==> config.mk <==
export PLATFORM = sky130hd
export DESIGN_NAME = cgm_clock_generator
export DESIGN_NICKNAME = d
export VERILOG_FILES = /design/src/rtl/cgm_pkg.sv /design/src/rtl/cgm_clock_generator.sv
export SDC_FILE = /design/constraint.sdc
export NUM_CORES = 1
export LEC_CHECK = 0
export BUFFER_PORTS_ARGS = -buffer_cell sky130_fd_sc_hd__buf_2
export CAP_MARGIN = 40
export CORE_AREA = 2 2 190 192
export CTS_CLUSTER_DIAMETER = 80
export DETAILED_ROUTE_END_ITERATION = 6
export DIE_AREA = 0 0 192 194
export PLACE_DENSITY_LB_ADDON = 0.12
export SLEW_MARGIN = 20
export SYNTH_ARGS = -nofsm -noshare
export SYNTH_HDL_FRONTEND = slang
export SYNTH_SLANG_ARGS = --single-unit
==> constraint.sdc <==
create_clock -name sys_clk -period 5.5 [get_ports sys_clk]
set_clock_uncertainty 0.15 [all_clocks]
set_input_delay 0.825 -clock sys_clk [delete_from_list [all_inputs] [get_ports sys_clk]]
set_output_delay 0.825 -clock sys_clk [all_outputs]
set_load 0.1 [all_outputs]
==> src/rtl/cgm_pkg.sv <==
// Package for the clock generator mode control block
package cgm_pkg;

  // Timing, in their own units
  localparam longint CLK_HZ       = 200_000_000;
  localparam longint CLK_NS       = 5;
  localparam longint SLOW_REF_HZ  = 243_000;
  localparam longint FAST_REF_HZ  = 8_000_000;
  localparam longint RTI_HZ       = 1_000;
  localparam longint REF_LOSS_NS  = 40_000;
  localparam longint LOOP_MIN_HZ  = 8_000_000;
  localparam longint LOOP_MAX_HZ  = 40_000_000;
  localparam longint PHASE_SPAN   = 65_536;

  // Derived cycle counts and filter limits
  localparam longint SLOW_REF_CYC = CLK_HZ / SLOW_REF_HZ;
  localparam longint FAST_REF_CYC = CLK_HZ / FAST_REF_HZ;
  localparam longint RTI_CYC      = CLK_HZ / RTI_HZ / 2;
  localparam longint REF_LOSS_CYC = (REF_LOSS_NS + CLK_NS - 1) / CLK_NS;
  localparam logic [15:0] FILTER_MIN = 16'((LOOP_MIN_HZ * PHASE_SPAN + CLK_HZ - 1) / CLK_HZ);
  localparam logic [15:0] FILTER_MAX = 16'((LOOP_MAX_HZ * PHASE_SPAN) / CLK_HZ);

  // Register byte offsets
  localparam logic [7:0] CTRL1_OFFSET  = 8'h00;
  localparam logic [7:0] CTRL2_OFFSET  = 8'h04;
  localparam logic [7:0] STATUS_OFFSET = 8'h08;
  localparam logic [7:0] FILTER_OFFSET = 8'h0C;
  localparam logic [7:0] TRIM_OFFSET   = 8'h10;

  // Control 1 fields
  localparam int C1_HIGH_GAIN = 7;
  localparam int C1_RANGE     = 6;
  localparam int C1_REF_SEL   = 5;
  localparam int C1_MODE_LSB  = 3;
  localparam int C1_OSC_STOP  = 2;
  localparam int C1_LOC_DIS   = 1;
  // Control 2 fields
  localparam int C2_DIV_LSB   = 0;
  localparam int C2_DBG_FAST  = 3;
  localparam int C2_LOSS_RST  = 4;
  localparam int C2_MULT_LSB  = 8;
  // Status fields
  localparam int ST_LOCKED    = 0;
  localparam int ST_LOST_LOCK = 1;
  localparam int ST_LOSS_CLK  = 2;
  localparam int ST_REF_OK    = 3;
  localparam int ST_STATE_LSB = 8;

  // Reset values and loop tuning
  localparam logic [15:0] FILTER_RESET = 16'h0C00;
  localparam logic [7:0]  TRIM_RESET   = 8'h80;
  localparam logic [7:0]  MULT_RESET   = 8'h40;
  localparam logic [15:0] FILTER_STEP  = 16'h0010;
  localparam logic [9:0]  LOCK_TOL     = 10'h002;
  localparam logic [3:0]  LOCK_WINDOWS = 4'h4;

  typedef enum logic [1:0] {
    CGM_SEL_SELF     = 2'b00,
    CGM_SEL_LOOP_INT = 2'b01,
    CGM_SEL_BYPASS   = 2'b10,
    CGM_SEL_LOOP_EXT = 2'b11
  } cgm_mode_sel_t;

  typedef enum logic [2:0] {
    CGM_OFF      = 3'b000,
    CGM_SELF     = 3'b001,
    CGM_INT_UNLK = 3'b010,
    CGM_INT_LOCK = 3'b011,
    CGM_BYPASS   = 3'b100,
    CGM_EXT_UNLK = 3'b101,
    CGM_EXT_LOCK = 3'b110
  } cgm_state_t;

  typedef struct packed {
    logic        psel;
    logic        penable;
    logic        pwrite;
    logic [7:0]  paddr;
    logic [31:0] pwdata;
  } cgm_apb_req_t;

  typedef struct packed {
    logic        pready;
    logic        pslverr;
    logic [31:0] prdata;
  } cgm_apb_rsp_t;

endpackage : cgm_pkg

==> src/rtl/cgm_clock_generator.sv <==
// Clock generator mode control with APB register access
// Summary of operation
// Reset enters self-clocked mode at once, no external reference needed.
// Off mode holds the generator output clock static.
// Self-clocked mode free-runs the oscillator at the filter setting.
// Loop internal mode targets a programmable multiple of the internal reference.
// Off-target engaged mode stays unlocked and keeps adjusting the oscillator.
// Engaged mode moves to locked when the count matches the multiple.
// Bypass mode drives the output straight from the external clock.
// Loop external mode targets a programmable multiple of the external reference.
// Loop output confined between 8 MHz and 40 MHz.
// Bus clock divider applies one of eight divisors, /1 to /128.
// Loss of reference or lock raises reset or interrupt as configured.
// Status shows lock achieved and lock lost.
// External reference is monitored and its validity reported.
// Oscillator setting is kept through stop for fast relock.
// Oscillator keeps its frequency when the reference vanishes.
// Switching to a clock source that is not running is refused.
// Locked state is entered automatically; the loop output already drives the generator output before lock.
// Outputs loop clock, reference clock, fixed frequency enable and debug clock.
// An internal 8 MHz source may serve as debug local clock.
// Slow 243 kHz internal reference takes a software trim.
// Real-time interrupt gets its own self-clocked source.
// Oscillator range and low-power or high-gain drive are software selectable.
// Mode selector codes 00 self, 01 loop internal, 10 bypass, 11 loop external.
// Bypass request waits until the external reference is active.
// Gain, range and reference type accept only the first write after reset.
// First write picking an internal mode locks out external modes until reset.
// Clock source changes happen only while both clocks are low.
//
// The address map and the APB slave port were chosen for this implementation.
`timescale 1ns/1ps
`default_nettype none

module cgm_clock_generator
  import cgm_pkg::*;
#(
  parameter logic [13:0] REF_LOSS_CYCLES = 14'(REF_LOSS_CYC),
  parameter logic [17:0] RTI_HALF_CYCLES = 18'(RTI_CYC)
)
(
  input  wire logic         sys_clk,
  input  wire logic         reset,
  input  wire cgm_apb_req_t apb_req,
  output cgm_apb_rsp_t      apb_rsp,
  input  wire logic         ext_ref_in,
  input  wire logic         stop_req,
  output logic              generator_output_clock,
  output logic              loop_output_clock,
  output logic              external_reference_clock,
  output logic              fixed_freq_enable,
  output logic              debug_local_clock,
  output logic              bus_clock,
  output logic              rti_clock,
  output logic              osc_enable,
  output logic              osc_high_gain,
  output logic              osc_range,
  output logic              osc_ref_crystal,
  output logic              clock_fault_reset,
  output logic              clock_fault_irq
);

  typedef struct packed {
    logic          high_gain;
    logic          range;
    logic          ref_sel;
    logic [1:0]    mode_sel;
    logic          osc_stop_en;
    logic          loss_dis;
    logic          c1_written;
    logic          ext_lockout;
    logic [2:0]    bus_div;
    logic          dbg_fast;
    logic          loss_rst_en;
    logic [7:0]    mult;
    logic [15:0]   filter;
    logic [7:0]    trim;
    logic          lost_lock;
    logic          loss_clk;
    cgm_state_t    state;
    logic [15:0]   phase;
    logic          dco_q;
    logic          ext_q;
    logic [13:0]   ref_timer;
    logic          ref_ok;
    logic [10:0]   slow_cnt;
    logic [4:0]    fast_cnt;
    logic          fast_clk;
    logic          dbg_clk;
    logic [17:0]   rti_cnt;
    logic          rti_clk;
    logic [8:0]    edge_cnt;
    logic          primed;
    logic [3:0]    lock_cnt;
    logic          src_ext;
    logic          gen_clk;
    logic [6:0]    div_cnt;
    logic          bus_clk;
    logic          ffe;
    logic [31:0]   prdata;
    logic          pslverr;
  } cgm_regs_t;

  cgm_regs_t q_reg;
  cgm_regs_t q_next;

  localparam cgm_regs_t REGS_RESET = '{
    mode_sel: CGM_SEL_SELF,
    filter:   FILTER_RESET,
    trim:     TRIM_RESET,
    mult:     MULT_RESET,
    state:    CGM_SELF,
    default:  '0
  };

  // Combinational helpers
  logic        wr_acc;
  logic        rd_setup;
  logic        ext_rise;
  logic        dco_rise;
  logic        slow_tick;
  logic        ref_tick;
  logic        in_loop;
  logic        in_ext;
  logic        want_ext;
  logic [10:0] slow_period;
  logic [15:0] phase_sum;
  logic [15:0] filt_adj;
  logic [15:0] wfilt;
  logic [9:0]  cnt_w;
  logic [9:0]  mult_w;
  logic        too_slow;
  logic        too_fast;
  logic        lock_hit;
  logic        lock_miss;
  logic        loss_evt;
  logic        cur_lvl;
  logic        new_lvl;
  logic [7:0]  div_vec;
  logic [31:0] rd_val;
  logic        rd_hit;
  cgm_state_t  req_state;

  assign wr_acc    = apb_req.psel & apb_req.penable & apb_req.pwrite;
  assign rd_setup  = apb_req.psel & ~apb_req.penable;
  assign ext_rise  = ext_ref_in & ~q_reg.ext_q;
  assign phase_sum = q_reg.phase + q_reg.filter;
  assign dco_rise  = phase_sum[15] & ~q_reg.dco_q;
  assign in_ext    = (q_reg.state == CGM_BYPASS) | (q_reg.state == CGM_EXT_UNLK)
                   | (q_reg.state == CGM_EXT_LOCK);
  assign in_loop   = (q_reg.state == CGM_INT_UNLK) | (q_reg.state == CGM_INT_LOCK)
                   | (q_reg.state == CGM_EXT_UNLK) | (q_reg.state == CGM_EXT_LOCK);
  assign want_ext  = q_reg.mode_sel[1];

  // Trim shifts the slow reference period around its nominal value
  assign slow_period = 11'(SLOW_REF_CYC) + 11'(q_reg.trim) - 11'h080;
  assign slow_tick   = (q_reg.slow_cnt >= slow_period - 11'h001);

  // Loop reference: slow internal or external edge
  assign ref_tick = ((q_reg.state == CGM_EXT_UNLK) | (q_reg.state == CGM_EXT_LOCK))
                  ? ext_rise : slow_tick;

  assign cnt_w     = {1'b0, q_reg.edge_cnt};
  assign mult_w    = {2'b00, q_reg.mult};
  assign too_slow  = (cnt_w + LOCK_TOL) < mult_w;
  assign too_fast  = cnt_w > (mult_w + LOCK_TOL);
  assign lock_hit  = in_loop & ref_tick & q_reg.primed & ~too_slow & ~too_fast;
  assign lock_miss = in_loop & ref_tick & q_reg.primed & (too_slow | too_fast);
  assign loss_evt  = in_ext & ~q_reg.loss_dis & q_reg.ref_ok
                   & (q_reg.ref_timer >= REF_LOSS_CYCLES - 14'h0001);

  // Adjust toward target, clamped to the loop range
  always_comb
  begin
    filt_adj = q_reg.filter;
    if (too_slow)
      filt_adj = q_reg.filter + FILTER_STEP;
    else if (too_fast)
      filt_adj = q_reg.filter - FILTER_STEP;
    if (filt_adj < FILTER_MIN)
      filt_adj = FILTER_MIN;
    else if (filt_adj > FILTER_MAX)
      filt_adj = FILTER_MAX;
    wfilt = apb_req.pwdata[15:0];
    if (wfilt < FILTER_MIN)
      wfilt = FILTER_MIN;
    else if (wfilt > FILTER_MAX)
      wfilt = FILTER_MAX;
  end

  // Requested operating state from the mode selector
  always_comb
  begin
    case (q_reg.mode_sel)
      CGM_SEL_SELF:     req_state = CGM_SELF;
      CGM_SEL_LOOP_INT: req_state = CGM_INT_UNLK;
      CGM_SEL_BYPASS:   req_state = CGM_BYPASS;
      CGM_SEL_LOOP_EXT: req_state = CGM_EXT_UNLK;
      default:          req_state = CGM_SELF;
    endcase
  end

  // Register read mux
  always_comb
  begin
    rd_val = 32'h0000_0000;
    rd_hit = 1'b1;
    case (apb_req.paddr)
      CTRL1_OFFSET:
      begin
        rd_val[C1_HIGH_GAIN]              = q_reg.high_gain;
        rd_val[C1_RANGE]                  = q_reg.range;
        rd_val[C1_REF_SEL]                = q_reg.ref_sel;
        rd_val[C1_MODE_LSB +: 2]          = q_reg.mode_sel;
        rd_val[C1_OSC_STOP]               = q_reg.osc_stop_en;
        rd_val[C1_LOC_DIS]                = q_reg.loss_dis;
      end
      CTRL2_OFFSET:
      begin
        rd_val[C2_DIV_LSB +: 3]           = q_reg.bus_div;
        rd_val[C2_DBG_FAST]               = q_reg.dbg_fast;
        rd_val[C2_LOSS_RST]               = q_reg.loss_rst_en;
        rd_val[C2_MULT_LSB +: 8]          = q_reg.mult;
      end
      STATUS_OFFSET:
      begin
        rd_val[ST_LOCKED]    = (q_reg.state == CGM_INT_LOCK)
                             | (q_reg.state == CGM_EXT_LOCK);
        rd_val[ST_LOST_LOCK] = q_reg.lost_lock;
        rd_val[ST_LOSS_CLK]  = q_reg.loss_clk;
        rd_val[ST_REF_OK]    = q_reg.ref_ok;
        rd_val[ST_STATE_LSB +: 3] = q_reg.state;
      end
      FILTER_OFFSET: rd_val[15:0] = q_reg.filter;
      TRIM_OFFSET:   rd_val[7:0]  = q_reg.trim;
      default:       rd_hit = 1'b0;
    endcase
  end

  // Glitch-free source switch levels
  assign cur_lvl = q_reg.src_ext ? q_reg.ext_q : q_reg.dco_q;
  assign new_lvl = (q_reg.state == CGM_BYPASS) ? q_reg.ext_q : q_reg.dco_q;
  assign div_vec = {q_reg.div_cnt, q_reg.gen_clk};

  always_comb
  begin
    q_next = q_reg;

    // APB setup phase captures read data and error
    if (rd_setup)
    begin
      q_next.prdata  = apb_req.pwrite ? 32'h0000_0000 : rd_val;
      q_next.pslverr = ~rd_hit;
    end

    // Oscillator keeps running; filter only changes by loop or software
    q_next.phase = phase_sum;
    q_next.dco_q = phase_sum[15];
    q_next.ext_q = ext_ref_in;

    // External reference monitor
    if (ext_rise)
    begin
      q_next.ref_timer = '0;
      q_next.ref_ok    = 1'b1;
    end
    else if (q_reg.ref_timer >= REF_LOSS_CYCLES - 14'h0001)
      q_next.ref_ok = 1'b0;
    else
      q_next.ref_timer = q_reg.ref_timer + 14'h0001;

    // Internal references and the real-time interrupt source
    q_next.slow_cnt = slow_tick ? 11'h000 : q_reg.slow_cnt + 11'h001;
    if (q_reg.fast_cnt == 5'(FAST_REF_CYC - 1))
      q_next.fast_cnt = 5'h00;
    else
      q_next.fast_cnt = q_reg.fast_cnt + 5'h01;
    q_next.fast_clk = (q_next.fast_cnt < 5'(FAST_REF_CYC / 2));
    q_next.dbg_clk  = q_reg.dbg_fast ? q_reg.fast_clk : q_reg.dco_q;
    if (q_reg.rti_cnt >= RTI_HALF_CYCLES - 18'h00001)
    begin
      q_next.rti_cnt = '0;
      q_next.rti_clk = ~q_reg.rti_clk;
    end
    else
      q_next.rti_cnt = q_reg.rti_cnt + 18'h00001;

    // Fixed frequency enable pulses once per reference period
    q_next.ffe = in_ext ? ext_rise : slow_tick;

    // Loop frequency measurement
    if (!in_loop)
    begin
      q_next.edge_cnt = '0;
      q_next.primed   = 1'b0;
      q_next.lock_cnt = '0;
    end
    else if (ref_tick)
    begin
      q_next.edge_cnt = '0;
      q_next.primed   = 1'b1;
      if (q_reg.primed)
        q_next.filter = filt_adj;
    end
    else if (dco_rise && q_reg.edge_cnt != 9'h1FF)
      q_next.edge_cnt = q_reg.edge_cnt + 9'h001;

    if (lock_miss)
      q_next.lock_cnt = '0;
    else if (lock_hit && q_reg.lock_cnt != LOCK_WINDOWS)
      q_next.lock_cnt = q_reg.lock_cnt + 4'h1;

    // Operating state
    case (q_reg.state)
      CGM_OFF:
        if (!stop_req)
          q_next.state = CGM_SELF;
      CGM_SELF, CGM_INT_UNLK, CGM_INT_LOCK, CGM_BYPASS, CGM_EXT_UNLK, CGM_EXT_LOCK:
      begin
        if (stop_req)
          q_next.state = CGM_OFF;
        else if (loss_evt)
          q_next.state = CGM_SELF;
        else if (q_reg.state != req_state
                 && !(q_reg.state == CGM_INT_LOCK && req_state == CGM_INT_UNLK)
                 && !(q_reg.state == CGM_EXT_LOCK && req_state == CGM_EXT_UNLK))
        begin
          if (!want_ext || q_reg.ref_ok)
            q_next.state = req_state;
        end
        else if ((q_reg.state == CGM_INT_UNLK || q_reg.state == CGM_EXT_UNLK)
                 && lock_hit && q_reg.lock_cnt == LOCK_WINDOWS - 4'h1)
          q_next.state = cgm_state_t'(q_reg.state + 3'b001);
        else if ((q_reg.state == CGM_INT_LOCK || q_reg.state == CGM_EXT_LOCK) && lock_miss)
          q_next.state = cgm_state_t'(q_reg.state - 3'b001);
      end
      default: q_next.state = CGM_SELF;
    endcase
    if (q_reg.state == CGM_SELF && req_state == CGM_SELF)
      q_next.state = stop_req ? CGM_OFF : CGM_SELF;

    // Output source change only while both clocks sit low
    if (q_reg.src_ext != (q_reg.state == CGM_BYPASS) && !cur_lvl && !new_lvl)
      q_next.src_ext = (q_reg.state == CGM_BYPASS);
    if (q_reg.state == CGM_OFF)
      q_next.gen_clk = 1'b0;
    else
      q_next.gen_clk = q_next.src_ext ? q_next.ext_q : q_next.dco_q;

    // Bus divider counts generator rising edges
    if (q_next.gen_clk && !q_reg.gen_clk)
      q_next.div_cnt = q_reg.div_cnt + 7'h01;
    q_next.bus_clk = div_vec[q_reg.bus_div];

    // Register writes
    if (wr_acc)
    begin
      case (apb_req.paddr)
        CTRL1_OFFSET:
        begin
          if (!q_reg.c1_written)
          begin
            q_next.high_gain   = apb_req.pwdata[C1_HIGH_GAIN];
            q_next.range       = apb_req.pwdata[C1_RANGE];
            q_next.ref_sel     = apb_req.pwdata[C1_REF_SEL];
            q_next.c1_written  = 1'b1;
            q_next.ext_lockout = ~apb_req.pwdata[C1_MODE_LSB + 1];
          end
          if (!(q_reg.ext_lockout || (!q_reg.c1_written && !apb_req.pwdata[C1_MODE_LSB + 1]))
              || !apb_req.pwdata[C1_MODE_LSB + 1])
            q_next.mode_sel = apb_req.pwdata[C1_MODE_LSB +: 2];
          q_next.osc_stop_en = apb_req.pwdata[C1_OSC_STOP];
          q_next.loss_dis    = apb_req.pwdata[C1_LOC_DIS];
        end
        CTRL2_OFFSET:
        begin
          q_next.bus_div     = apb_req.pwdata[C2_DIV_LSB +: 3];
          q_next.dbg_fast    = apb_req.pwdata[C2_DBG_FAST];
          q_next.loss_rst_en = apb_req.pwdata[C2_LOSS_RST];
          q_next.mult        = apb_req.pwdata[C2_MULT_LSB +: 8];
        end
        STATUS_OFFSET:
        begin
          if (apb_req.pwdata[ST_LOST_LOCK])
            q_next.lost_lock = 1'b0;
          if (apb_req.pwdata[ST_LOSS_CLK])
            q_next.loss_clk = 1'b0;
        end
        FILTER_OFFSET: q_next.filter = wfilt;
        TRIM_OFFSET:   q_next.trim   = apb_req.pwdata[7:0];
        default:       q_next.trim   = q_reg.trim;
      endcase
    end

    // Sticky fault flags, set wins over clear
    if (lock_miss && (q_reg.state == CGM_INT_LOCK || q_reg.state == CGM_EXT_LOCK))
      q_next.lost_lock = 1'b1;
    if (loss_evt)
      q_next.loss_clk = 1'b1;
  end

  always_ff @(posedge sys_clk or posedge reset)
  begin
    if (reset)
      q_reg <= REGS_RESET;
    else
      q_reg <= q_next;
  end

  assign apb_rsp.pready  = apb_req.psel & apb_req.penable;
  assign apb_rsp.pslverr = q_reg.pslverr & apb_req.psel & apb_req.penable;
  assign apb_rsp.prdata  = q_reg.prdata;

  assign generator_output_clock   = q_reg.gen_clk;
  assign loop_output_clock        = q_reg.dco_q;
  assign external_reference_clock = q_reg.ext_q;
  assign fixed_freq_enable        = q_reg.ffe;
  assign debug_local_clock        = q_reg.dbg_clk;
  assign bus_clock                = q_reg.bus_clk;
  assign rti_clock                = q_reg.rti_clk;
  assign osc_enable               = q_reg.c1_written & ~q_reg.ext_lockout
                                  & ((q_reg.state != CGM_OFF) | q_reg.osc_stop_en);
  assign osc_high_gain            = q_reg.high_gain;
  assign osc_range                = q_reg.range;
  assign osc_ref_crystal          = q_reg.ref_sel;
  assign clock_fault_reset        = (q_reg.lost_lock | q_reg.loss_clk) & q_reg.loss_rst_en;
  assign clock_fault_irq          = (q_reg.lost_lock | q_reg.loss_clk) & ~q_reg.loss_rst_en;

endmodule : cgm_clock_generator

`default_nettype wire

==> run_results.csv <==
group,metric,value,unit
status,status,"completed",
clock_network,cts_tree,"yes",
route,vias,8336,
global_routing,grt_max_degree,63,
floorplan,die_w,192,um
power,p_total,3.81,mW
cells_and_area,num_antenna_cells,0,
critical_path,worstPathMaxFanout,8,
sta,finalSetupTns,0,ns
synthesis,synth_most_common_cell,"dfrtp_1",
critical_path,crit_required,5.66,ns
critical_path,crit_type,"reg2reg",
route,drt-vias-per-instance,5.02,
critical_path,crit_chain,"nand3_1, nor3_1, xnor2_1, ha_1, a211oi_1, nor2_1, o31ai_1, nor2_1, mux2i_1, a32o_1, nand4b_1, a221oi_2, nand2b_1, a31oi_1",
worst_hold_path,hp-class,"in2async",
sta,report.final.slew_viol_count,0,
synthesis,ys_warn_count,0,
power,p_leak,5.21,nW
synthesis,async_flop_share,100,%
synthesis,synth-main-ff-cell,"dfrtp_1",
synthesis,yosys.cell_types.count,77,
critical_path,slowest_delay,0.67,ns
global_routing,grtUsageTotal,16.3,%
route,drtIter0Drc,491,
cells_and_area,syn_to_final_growth,11.8,%
critical_path,cp_data_arrival_time,4.82,ns
synthesis,syn_avg_cell_area,9.13,um2
global_routing,grt_pass1_wl,47100,um
synthesis,synth-edff-count,0,
route,wl,29100,um
route,drt-wirelength-per-cell,17.5,um
critical_path,rrSetupSlack,0.83,ns
cells_and_area,fillers,3702,
floorplan,dieArea,37200,um2
synthesis,synth_area_leaders,"dfrtp_1 (37%), ha_1 (8.2%), nor2_1 (4.8%)",
sta,fmax,214,MHz
critical_path,crit_path_frequent_cell,"nor2_1",
sta,period_needed,4.67,ns
clock_network,clk-insertion-delay-late,0.43,ns
global_routing,overflow,0,
clock_network,cts_buffers,17,
floorplan,die_h,194,um
sta,relSlewSlack,43.9,%
clock_network,holdBufCountCts,0,
sta,tightest_slew,0.842,ns
power,ir_worst_vdd,0.000219,V
floorplan,start_util,29.8,%
route,ant_nets,0,
route,drc_errors,0,
clock_network,clock_sinks,162,
sta,period_share,84.8,%
synthesis,ys_seq_area_share,38.7,%
clock_network,cts_setup_buffers,0,
critical_path,worst-r2r-cell-count,14,
placement,place_hpwl,22000,um
sta,layout_setup_ws,0.835,ns
floorplan,row_count,69,
critical_path,critPathCaptureType,"flip-flop",
critical_path,critPathLaunchType,"flip-flop",
synthesis,synthCells,1149,
power,powerDensity,325,nW/um2
placement,preCtsSetupSlack,0.848,ns
synthesis,yosys-top-cells-count,"dfrtp_1 (157), nor2_1 (133), nand2_1 (92), ha_1 (69), o21ai_0 (59)",
critical_path,rr_startpoint,"mult_w[3]",
sta,setup_viol,0,
cells_and_area,largest_reg_flops,112,
synthesis,syn-cell-area,10500,um2
global_routing,antenna_found_initial,1,
placement,gp_congestion,0.838,
synthesis,netlist.top_cell.by_area,"dfrtp_1",
placement,io_buffers,61,
clock_network,cts_resized,0,
cells_and_area,drive_gt1_share,13.3,%
synthesis,synth_seq_cells,162,
clock_network,cts_buffer_depth,2,
floorplan,io_pins,94,
clock_network,root_buffer,"clkbuf_16",
critical_path,cp_slowest_cell,"a221oi_2",
cells_and_area,multi_input_area,5870,um2
cells_and_area,fin_nets,1306,
global_routing,grt_pass1_vias,8278,
run,drv_cap,0,
clock_network,htreeDepth,4,
sta,hold_viol,0,
sta,rsz0062_at_grt,"no",
critical_path,r2r-end,"q_reg[146]",
clock_network,clk_pin_slew_worst_paths,0.07,ns
synthesis,yosysTopAreaCellShare,37.5,%
floorplan,core,35200,um2
route,drt_first_pass_iters,7,
cells_and_area,ff_latch_area,4060,um2
## worst max-delay path: cells and delay by family, from the launching register on
kind,cells,cell delay [ns]
AOI/OAI and AO/OA,5,1.96
and+or+nand+nor,6,1.32
adders and majority gates,1,0.25
xor gates and xnor gates,1,0.16
muxes,1,0.19
DFF,1,0.49
## per-layer routing
metal | part of all wire, % | global-route usage [%] | vias up
li1 | - | - | 4148
met1 | 50 | 23.1 | 4060
met2 | 47 | 25.8 | 114
met3 | 2.8 | 2.95 | 12
met4 | 0.88 | 3.34 | 2
met5 | 0.024 | 0 | -
## report_power, final
part	leakage (nW)	internal, mW	switching [mW]
Sequential	2.11	1.32	0.0990
Combinational	2.83	0.408	0.781
Clock	0.266	0.663	0.539
Total	5.21	2.40	1.42
## metrics by stage
stage	instance area [um2]	util, %	std cells	hold slack [ns]
global route	11700	33.3	1662	0.214
global placement	11100	31.5	1627	0.308
finish	11700	33.3	1662	0.213
detailed placement	11200	31.7	1631	0.306
floorplan	10500	-	1165	0.291
CTS	11700	33.3	1662	0.203
## worst max path at each step
| stage | from | to | slack, ns | cells after the start |
|---|---|---|---|---|
| after CTS | mult_w[1] | q_reg[146] | 0.87 | 14 |
| after floorplan | reset | apb_rsp[0] | 0.16 | 1 |
| after global routing | cnt_w[2] | q_reg[142] | 0.46 | 15 |
| after detailed placement | mult_w[1] | q_reg[146] | 0.85 | 14 |
| final | mult_w[3] | q_reg[146] | 0.83 | 14 |
| after global placement | mult_w[1] | q_reg[146] | 0.85 | 14 |
## final cells by class
cell class	count	share of cell area [%]
Multi-Input combinational cell	876	50.0
Clock inverter	10	0.864
Clock buffer	21	4.01
Inverter	56	1.84
Tap cell	461	4.92
Timing Repair Buffer	76	3.73
Sequential cell	162	34.6
## cell families (layout without fill, tap and decap cells)
kind of cell | count (synthesis) | count (layout) | share of synthesized area, %
AOI/OAI and AO/OA | 232 | 232 | 14.8
other | 1 | 17 | 0.0358
adders and majority gates | 70 | 70 | 8.42
and+or+nand+nor | 418 | 418 | 19.2
DFF | 162 | 162 | 38.7
buffers and inverters | 127 | 163 | 5.91
xor gates and xnor gates | 84 | 84 | 7.02
muxes | 55 | 55 | 5.88
## layout by cell type (no fill, tap or decap), types with 15 or more instances in the layout
master     instances
mux2i_1           20
and3_1            15
dfrtp_1          157
nor2_1           133
o21ai_0           59
nand2_1           92
xor2_1            37
clkbuf_16         17
a21oi_1           41
buf_2             61
nand4_1           22
inv_1             55
mux2_2            33
a31oi_1           20
nor3_1            35
conb_1            17
xnor2_1           47
nand3_1           45
ha_1              69
Note: power is estimated with default switching activity, not from simulation.
